===== src/core/pos_serial_pkg.sv =====
package pos_serial_pkg;

    // link timing
    localparam int unsigned CLK_HZ          = 25_000_000;
    localparam int unsigned BAUD_BPS        = 9_600;
    // bit period rounded down: 2604 cycles, 0.006 percent fast, well inside tolerance
    localparam int unsigned BIT_CYCLES      = CLK_HZ / BAUD_BPS;
    localparam int unsigned BIT_CNT_W       = 12;

    // character layout
    localparam int unsigned CHARS_PER_VALUE = 8;
    localparam int unsigned NIBBLE_W        = 4;
    localparam int unsigned VALUE_W         = CHARS_PER_VALUE * NIBBLE_W;
    localparam int unsigned DATA_LSB        = 0;
    localparam int unsigned SEQ_LSB         = 4;
    localparam int unsigned FRAME_BITS      = 11;
    localparam logic [3:0]  SEQ_FIRST       = 4'h1;
    localparam logic        LINE_IDLE       = 1'b1;

    // reset values
    localparam logic [VALUE_W-1:0] VALUE_RST = 32'h0000_0000;

    typedef struct packed {
        logic a;
        logic b;
        logic z;
    } enc_phase_t;

    typedef struct packed {
        logic pos;
        logic neg;
    } diff_pair_t;

    typedef struct packed {
        diff_pair_t a;
        diff_pair_t b;
        diff_pair_t z;
    } enc_diff_t;

endpackage : pos_serial_pkg


===== src/core/char_serializer.sv =====
`timescale 1ns/1ns
`default_nettype none

module char_serializer
    import pos_serial_pkg::*;
(
    // clock and reset
    input  wire logic       clk_i,
    input  wire logic       rst_b_i,
    // character in
    input  wire logic       load_i,
    input  wire logic [7:0] char_i,
    output logic            busy_o,
    output logic            done_o,
    // serial line
    output logic            txd_o
);

    logic [FRAME_BITS-1:0] shift_q;
    logic [BIT_CNT_W-1:0]  tick_q;
    logic [3:0]            left_q;

    ////////////////////////////////////////////////////////////////////////
    // shifter: stop, even parity, data lsb first, start
    always_ff @(posedge clk_i or negedge rst_b_i)
    begin
        if (!rst_b_i)
        begin
            shift_q <= '1;
            tick_q  <= '0;
            left_q  <= '0;
            busy_o  <= 1'b0;
            done_o  <= 1'b0;
            txd_o   <= LINE_IDLE;
        end
        else
        begin
            done_o <= 1'b0;
            if (!busy_o && load_i)
            begin
                // parity is xor of data so total ones even
                shift_q <= {1'b1, ^char_i, char_i, 1'b0};
                left_q  <= 4'(FRAME_BITS);
                tick_q  <= '0;
                busy_o  <= 1'b1;
                txd_o   <= 1'b0;
            end
            else if (busy_o)
            begin
                if (tick_q == BIT_CNT_W'(BIT_CYCLES - 1))
                begin
                    tick_q  <= '0;
                    shift_q <= {1'b1, shift_q[FRAME_BITS-1:1]};
                    left_q  <= left_q - 4'd1;
                    txd_o   <= (left_q == 4'd1) ? LINE_IDLE : shift_q[1];
                    if (left_q == 4'd1)
                    begin
                        busy_o <= 1'b0;
                        done_o <= 1'b1;
                    end
                end
                else
                begin
                    tick_q <= tick_q + 1'b1;
                end
            end
        end
    end

endmodule : char_serializer

`default_nettype wire


===== src/core/position_nibble_serial_out.sv =====
// Overview of operation
// - counter value is split into eight characters sent back to back
// - each character: start, eight data bits lsb first, even parity, stop, 9600 bps
// - bits 0 to 3 of each character hold one value nibble
// - bits 4 to 7 hold the sequence number naming the nibble position
// - encoder phases a, b, z are driven out as differential pairs
`timescale 1ns/1ns
`default_nettype none

module position_nibble_serial_out
    import pos_serial_pkg::*;
(
    // clock and reset
    input  wire logic                          clk_i,
    input  wire logic                          rst_b_i,
    // command counter
    input  wire logic [pos_serial_pkg::VALUE_W-1:0] value_i,
    input  wire logic                          send_i,
    output logic                               busy_o,
    output logic                               done_o,
    // serial current value line
    output logic                               txd_o,
    // encoder monitor
    input  wire pos_serial_pkg::enc_phase_t    enc_i,
    output pos_serial_pkg::enc_diff_t          enc_o
);
    import pos_serial_pkg::*;

    typedef enum logic [1:0] {
        S_IDLE,
        S_LOAD,
        S_WAIT
    } state_t;

    state_t             state_q;
    logic [VALUE_W-1:0] value_q;
    logic [3:0]         seq_q;
    logic [7:0]         char_d;
    logic               load_q;
    logic               ser_busy;
    logic               ser_done;
    logic               ser_txd;
    logic               take;
    logic               char_end;
    logic               last_char;

    ////////////////////////////////////////////////////////////////////////
    // character build: low nibble data, high nibble sequence number
    always_comb
    begin
        char_d                             = '0;
        char_d[DATA_LSB +: NIBBLE_W]       = value_q[NIBBLE_W-1:0];
        char_d[SEQ_LSB +: NIBBLE_W]        = seq_q;
    end

    ////////////////////////////////////////////////////////////////////////
    // request taken only from idle; a character ends on the serializer's done pulse
    // a request while busy is dropped here, never queued
    assign take      = (state_q == S_IDLE) && send_i;
    assign char_end  = (state_q == S_WAIT) && ser_done;
    assign last_char = (seq_q == 4'(CHARS_PER_VALUE));

    ////////////////////////////////////////////////////////////////////////
    // sequencer: idle, hand one character over, wait for its stop bit
    always_ff @(posedge clk_i or negedge rst_b_i)
    begin
        if (!rst_b_i)
        begin
            state_q <= S_IDLE;
        end
        else
        begin
            unique case (state_q)
                S_IDLE:
                begin
                    if (take)
                    begin
                        state_q <= S_LOAD;
                    end
                end
                S_LOAD:
                begin
                    state_q <= S_WAIT;
                end
                S_WAIT:
                begin
                    if (char_end)
                    begin
                        // eight characters per value, then back to idle
                        state_q <= last_char ? S_IDLE : S_LOAD;
                    end
                end
            endcase
        end
    end

    ////////////////////////////////////////////////////////////////////////
    // value latched once per request so a moving counter cannot tear a transfer
    always_ff @(posedge clk_i or negedge rst_b_i)
    begin
        if (!rst_b_i)
        begin
            value_q <= VALUE_RST;
        end
        else if (take)
        begin
            value_q <= value_i;
        end
        else if (char_end && !last_char)
        begin
            // next more significant nibble moves down into the low bits
            value_q <= value_q >> NIBBLE_W;
        end
    end

    ////////////////////////////////////////////////////////////////////////
    // sequence number tells the host which nibble this character holds
    always_ff @(posedge clk_i or negedge rst_b_i)
    begin
        if (!rst_b_i)
        begin
            seq_q <= SEQ_FIRST;
        end
        else if (take)
        begin
            seq_q <= SEQ_FIRST;
        end
        else if (char_end && !last_char)
        begin
            // one higher for each more significant nibble
            seq_q <= seq_q + 4'd1;
        end
    end

    ////////////////////////////////////////////////////////////////////////
    // one-cycle load strobe; the serializer ignores it while still busy
    // built from state so a stale strobe can never start a ninth character
    always_ff @(posedge clk_i or negedge rst_b_i)
    begin
        if (!rst_b_i)
        begin
            load_q <= 1'b0;
        end
        else
        begin
            load_q <= (state_q == S_LOAD);
        end
    end

    ////////////////////////////////////////////////////////////////////////
    // busy flag for the requester
    // stays high from the cycle after taking until done
    always_ff @(posedge clk_i or negedge rst_b_i)
    begin
        if (!rst_b_i)
        begin
            busy_o <= 1'b0;
        end
        else if (take)
        begin
            busy_o <= 1'b1;
        end
        else if (char_end && last_char)
        begin
            busy_o <= 1'b0;
        end
    end

    ////////////////////////////////////////////////////////////////////////
    // done pulse after the stop bit of the eighth character
    // one cycle only, so a level-held request restarts cleanly
    always_ff @(posedge clk_i or negedge rst_b_i)
    begin
        if (!rst_b_i)
        begin
            done_o <= 1'b0;
        end
        else
        begin
            done_o <= char_end && last_char;
        end
    end

    char_serializer u_ser (
        .clk_i   (clk_i),
        .rst_b_i (rst_b_i),
        .load_i  (load_q),
        .char_i  (char_d),
        .busy_o  (ser_busy),
        .done_o  (ser_done),
        .txd_o   (ser_txd)
    );

    ////////////////////////////////////////////////////////////////////////
    // line output retimed; one cycle later than the serializer, harmless at 9600
    always_ff @(posedge clk_i or negedge rst_b_i)
    begin
        if (!rst_b_i)
            txd_o <= LINE_IDLE;
        else
            txd_o <= ser_txd;
    end

    ////////////////////////////////////////////////////////////////////////
    // encoder phases to differential pairs, registered for clean outputs
    always_ff @(posedge clk_i or negedge rst_b_i)
    begin
        if (!rst_b_i)
            enc_o <= '{a: '{1'b0, 1'b1}, b: '{1'b0, 1'b1}, z: '{1'b0, 1'b1}};
        else
        begin
            enc_o.a <= '{enc_i.a, ~enc_i.a};
            enc_o.b <= '{enc_i.b, ~enc_i.b};
            enc_o.z <= '{enc_i.z, ~enc_i.z};
        end
    end

endmodule : position_nibble_serial_out

`default_nettype wire


===== config.mk =====
export PLATFORM = sky130hd
export DESIGN_NAME = position_nibble_serial_out
export DESIGN_NICKNAME = d
export VERILOG_FILES = /design/src/core/pos_serial_pkg.sv /design/src/core/char_serializer.sv /design/src/core/position_nibble_serial_out.sv
export SDC_FILE = /design/constraint.sdc
export NUM_CORES = 1
export LEC_CHECK = 0
export ABC_AREA = 1
export BUFFER_PORTS_ARGS = -buffer_cell sky130_fd_sc_hd__buf_2
export CAP_MARGIN = 10
export CELL_PAD_IN_SITES_DETAIL_PLACEMENT = 0
export CELL_PAD_IN_SITES_GLOBAL_PLACEMENT = 2
export CORE_ASPECT_RATIO = 1.4
export CORE_MARGIN = 2
export CORE_UTILIZATION = 34
export DETAILED_ROUTE_END_ITERATION = 12
export PLACE_DENSITY_LB_ADDON = 0.1
export RECOVER_POWER = 25
export REMOVE_ABC_BUFFERS = 1
export SLEW_MARGIN = 30
export SYNTH_ARGS = -nofsm -noshare
export SYNTH_HDL_FRONTEND = slang
export SYNTH_SLANG_ARGS = --single-unit

===== constraint.sdc =====
create_clock -name clk_i -period 1.9 [get_ports clk_i]
set_input_delay 0.095 -clock clk_i [delete_from_list [all_inputs] [get_ports clk_i]]
set_output_delay 0.095 -clock clk_i [all_outputs]
set_load 0.02 [all_outputs]

---- Word-level counts from Yosys, hierarchy flattened ----
Index checks and enable logic that the tools add are counted.
storage, ports and cells
  register bits ........................... 78
  input port bits ......................... 38
  output and inout bits ................... 9
  logic and storage cells ................. 78
operators by class
  add/sub/neg operators ................... 3
  equal/unequal tests ..................... 7
  multiplexer cells ....................... 31
  bitwise logic cells ..................... 3
  reduce and logical (&&, ||, !) cells .... 15
operator list
  operator                                           number
  2-to-1 mux 32 bit                                  2
  2-to-1 mux 12 bit                                  3
  2-to-1 mux 11 bit                                  3
  2-to-1 mux 4 bit                                   5
  2-to-1 mux 1 bit                                   15
  adder 12 x 1 -> 12 bit (second input constant)     1
  == test 12 bit (second input constant)             1
  nonzero test 2 bit                                 4
  XOR reduction 8 bit                                1
  one-hot mux 2 bit (3 select lines)                 1
  logical AND 1 bit                                  5
  adder 4 x 1 -> 4 bit (second input constant)       1
  == test 4 x 1 -> 1 bit (second input constant)     1
  == test 4 bit (second input constant)              1
  2-to-1 mux 2 bit                                   2
  != test 2 bit (second input constant)              2
  AND reduction 2 bit                                2
  subtractor 4 x 1 -> 4 bit (second input constant)  1
  inverter 1 bit                                     3
  == test 2 x 1 -> 1 bit (second input constant)     1
  == test 2 bit (second input constant)              1
  logical NOT 1 bit                                  2
  logical NOT 2 bit                                  1

---- Logic depth before layout (Yosys ltp) ----
  word-level depth ........................ 5
  gate-level depth with buffers ........... 9
  gate-level depth less buffers ........... 8

---- Modules after synthesis ----
Synthesis repeated with hierarchy kept, for this count alone.
unflattened totals
  cells, all modules ...................... 525
  area total of the unflattened synthesis .. 3933.8 um^2
by module, submodules not included
  module                      times used  cells each  area each (um^2)  seq. area each (um^2)
  position_nibble_serial_out  1           285         2200.9            1207.4
  char_serializer             1           240         1732.9            713.2

---- Worst setup path after synthesis ----
OpenSTA, ideal clock, no wires.
  kind .................................... register to register
  start ................................... register seq_q[0]
  end ..................................... register value_q[9]
  setup time .............................. 0.138 ns
  arrival ................................. 1.453 ns
  required time ........................... 1.762 ns
  setup slack ............................. 0.309 ns
  cell stages (with the launch flop) ...... 10
  path buffers ............................ 1
  period minus slack after synthesis ...... 1.591 ns
  cells stage by stage .................... dfstp_2 inv_1 ha_1 nand2_1 nand3_2 nand2_4 inv_4 buf_6 nand2_1 o211ai_1
between the ends
  longest elaborated chain between the ends .. 4
ends and longest elaborated chain
  item                          line                               text
  start, declared               position_nibble_serial_out.sv:37   logic [3:0] seq_q;
  start signal, assigned        position_nibble_serial_out.sv:131  seq_q <= seq_q + 4'd1;
  == test 4 bit                 position_nibble_serial_out.sv:61   assign last_char = (seq_q == 4'(CHARS_PER_VALUE));
  logical NOT 1 bit             position_nibble_serial_out.sv:109  else if (char_end && !last_char)
  logical AND 1 bit             position_nibble_serial_out.sv:109
  nonzero test 2 bit (no line)  n/a
  end signal, assigned          position_nibble_serial_out.sv:107  value_q <= value_i;
  end signal, assigned          position_nibble_serial_out.sv:112  value_q <= value_q >> NIBBLE_W;
  end, declared                 position_nibble_serial_out.sv:36   logic [VALUE_W-1:0] value_q;
No other way between the ends.
A chain may end at the register's enable or synchronous reset.

---- Worst setup path after layout ----
  start ................................... register seq_q[0]
  end ..................................... register value_q[15]
Same word-level chain as after synthesis.

==> impl_metrics.json <==
{
  "grt_pass1_wl_um": 14570,
  "status": "complete, no violations",
  "vdd_drop_max_uv": 532.6,
  "synthDistinctLibCells": 31,
  "design_area_mm2": 0.004687,
  "worst-path-max-fanout": 18,
  "core_mm2": 0.01041,
  "nFillCells": 1021,
  "yosysTopAreaCellShare": 0.4198,
  "critPathLaunchType": "flip-flop",
  "ys_seq_area_frac": 0.5282,
  "slew_headroom": 0.4131,
  "dieHeight_um": 126.4,
  "max_clock_freq_mhz": 580.7,
  "first_pass_iters": 4,
  "routedWlPerCell_um": 12.69,
  "layout_setup_ws_ns": 0.1779,
  "nNetsFinal": 559,
  "clock_latency_ns": 0.33,
  "htreeDepth": 3,
  "dp_hpwl_um": 5902,
  "pin_count": 47,
  "synthCells": 432,
  "worst_ep_required_time_ns": 2.10,
  "grtUsageTotal": 0.1577,
  "placed_cell_area_mm2": 0.004056,
  "synth_edf_count": 0,
  "synth_area_mm2": 0.003636,
  "ant_nets": 0,
  "die_x_um": 91.40,
  "pre_cts_slack_ns": 0.1355,
  "antenna_found_initial": 0,
  "drive_above_1_share": 0.1904,
  "port_buffers": 46,
  "synth_flop_cell": "dfrtp_1",
  "arrival_ns": 1.93,
  "yosys-top-cells-area": "dfrtp_1 (42%), nand2_1 (15%), dfstp_2 (11%)",
  "rows": 44,
  "overflow": 0,
  "tightest_slew_ns": 0.8804,
  "root_buffer": "clkbuf_16",
  "drt-total-wl_um": 8349,
  "gp_congestion": 0.7445,
  "synth-async-reset-ratio": 1.000,
  "clockBufferDepth": 2,
  "n_antenna_cell": 0,
  "yosys.area_share.simple": 0.2657,
  "yosys.cell_count.top_type": "nand2_1",
  "grt_max_degree": 46,
  "first_iter_violations": 67,
  "synth_compound_area_frac": 0.1029,
  "yosys.area_share.xor_xnor": 0.01204,
  "cts_sinks": 76,
  "synthAdderAreaFrac": 0.02065,
  "synth_top_family_by_area": "simple AND/OR/NAND/NOR gates",
  "synth_top_area_cell": "dfrtp_1",
  "p_per_area_mw_per_mm2": 1326,
  "via_per_inst": 4.623,
  "fin_skew_ns": 0.009953,
  "synth_common_cells": "nand2_1 (146), dfrtp_1 (61), inv_1 (41)",
  "vias": 3042,
  "period_minus_slack_ns": 1.722,
  "leakage_nw": 2.224,
  "cts_inserted_buffers": 9,
  "worstReg2RegStart": "seq_q[0]",
  "power.total_w": 0.006215,
  "worst-setup-path-type": "reg -> reg",
  "grt_pass1_vias": 3103,
  "initial_utilization": 0.3494,
  "slew_viol_final": 0,
  "synthMuxAreaShare": 0,
  "clk_pin_slew_worst_paths_ns": 0.06,
  "cts_tree": "built",
  "hold_start": "value_i[13]",
  "final_util": 0.4505,
  "end_kind": "flip-flop",
  "cp-startpoint": "seq_q[0]",
  "dieArea_mm2": 0.01155,
  "synth_warnings": 0,
  "hold_viol": 0,
  "avgSynthCellArea_um2": 8.417,
  "hold_path.class": "in -> reg",
  "drc": 0,
  "drv_cap": 0,
  "synth-seq-cells": 76,
  "synthToLayoutAreaGrowth_pct": 28.91,
  "post_cts_buffers": 0,
  "finalCritPeriodShare": 0.9064,
  "setup_viol": 0
}
==> per-stage QoR <==
stage	hold slack (ns)	instances	setup TNS, ns
final	0.008592	658	0
after global routing	0.02382	658	-0.0007461
after floorplan	-0.2006	421	0
after CTS	0.0001853	658	0
after detailed placement	0.07771	614	0
after global placement	0.08072	614	0
==> routing by layer <==
| layer | global-route usage | part of all wire | vias to the layer above | routed length, um |
|---|---|---|---|---|
| met1 | 0.1928 | 0.45 | 1421 | 3773 |
| met3 | 0.02910 | 0.023 | 7 | 194 |
| met2 | 0.2742 | 0.51 | 40 | 4251 |
| met4 | 0.06150 | 0.015 | 0 | 129 |
| met5 | 0 | 0 | - | 0 |
| li1 | - | - | 1574 | - |
==> worst max-delay path, cell delays in order (launching register included) <==
cell and delay (ns):
dfstp_2 0.54, inv_1 0.08, ha_1 0.19, nand2_1 0.12, nand3_2 0.19, nand2_4 0.19
inv_4 0.12, nand2_1 0.08, o211ai_1 0.08
==> path summary, 6_finish.rpt <==
kind,slack (ns),cells past startpoint,end
min reg2reg,0.37,0,txd_o
min in group asynchronous,0.41,2,u_ser.left_q[3]
max,0.18,8,value_q[15]
max in group asynchronous,0.71,3,seq_q[0]
max reg2reg,0.18,8,value_q[15]
min,0.009,3,value_q[13]
==> flip-flops by register name, indices dropped and copies added, names as in the netlist, 2 cells and up <==
name and flops:
u_ser.left_q 4, seq_q 4, u_ser.tick_q 12, u_ser.shift_q 9, state_q 2, enc_o 6
value_q 32
==> cells by family after synthesis <==
family	Yosys count
AO/OA/AOI/OAI	60
XOR/XNOR	5
adder cells (fa/ha/maj)	6
buffers and inverters	58
flip-flops	76
AND/OR/NAND/NOR	227
==> power by group <==
part / switching, W / internal (W) / total (W) / leakage [nW]
Clock: 0.000645 / 0.00135 / 0.00200 / 0.173
Sequential: 0.000336 / 0.00225 / 0.00259 / 0.914
Combinational: 0.000966 / 0.000666 / 0.00163 / 1.14
Total: 0.00195 / 0.00427 / 0.00622 / 2.22
==> timing repair <==
item / CTS / global route
gates resized for setup: 0 / 1
hold endpoints to repair: 61 / 0
hold buffers: 28 / 0
setup endpoints to repair: 0 / 3
==> placed cells by master (no fill, tap or decap), types with 9 or more instances in the layout <==
cell type	synthesis	final
nand3_1	39	39
dfrtp_1	61	61
clkbuf_16	0	9
nand2_1	146	146
dfstp_2	15	15
inv_1	41	41
buf_2	5	44
nor2_1	22	22
o211ai_1	23	23
o21ai_0	24	24
dlygate4sd3_1	0	28
==> final cells by class <==
type                    instances  area [um^2]  share of cell area
repair buffers                 83        601.8              0.1284
flip-flops and latches         76         1921              0.4098
multi-input cells             298         1459              0.3113
inverters                      47        181.4             0.03871
clock buffers                  12        256.5             0.05472
clock inverters                 4        95.09             0.02029
well taps                     138        172.7             0.03684
Power figures use the tool's default switching activity.
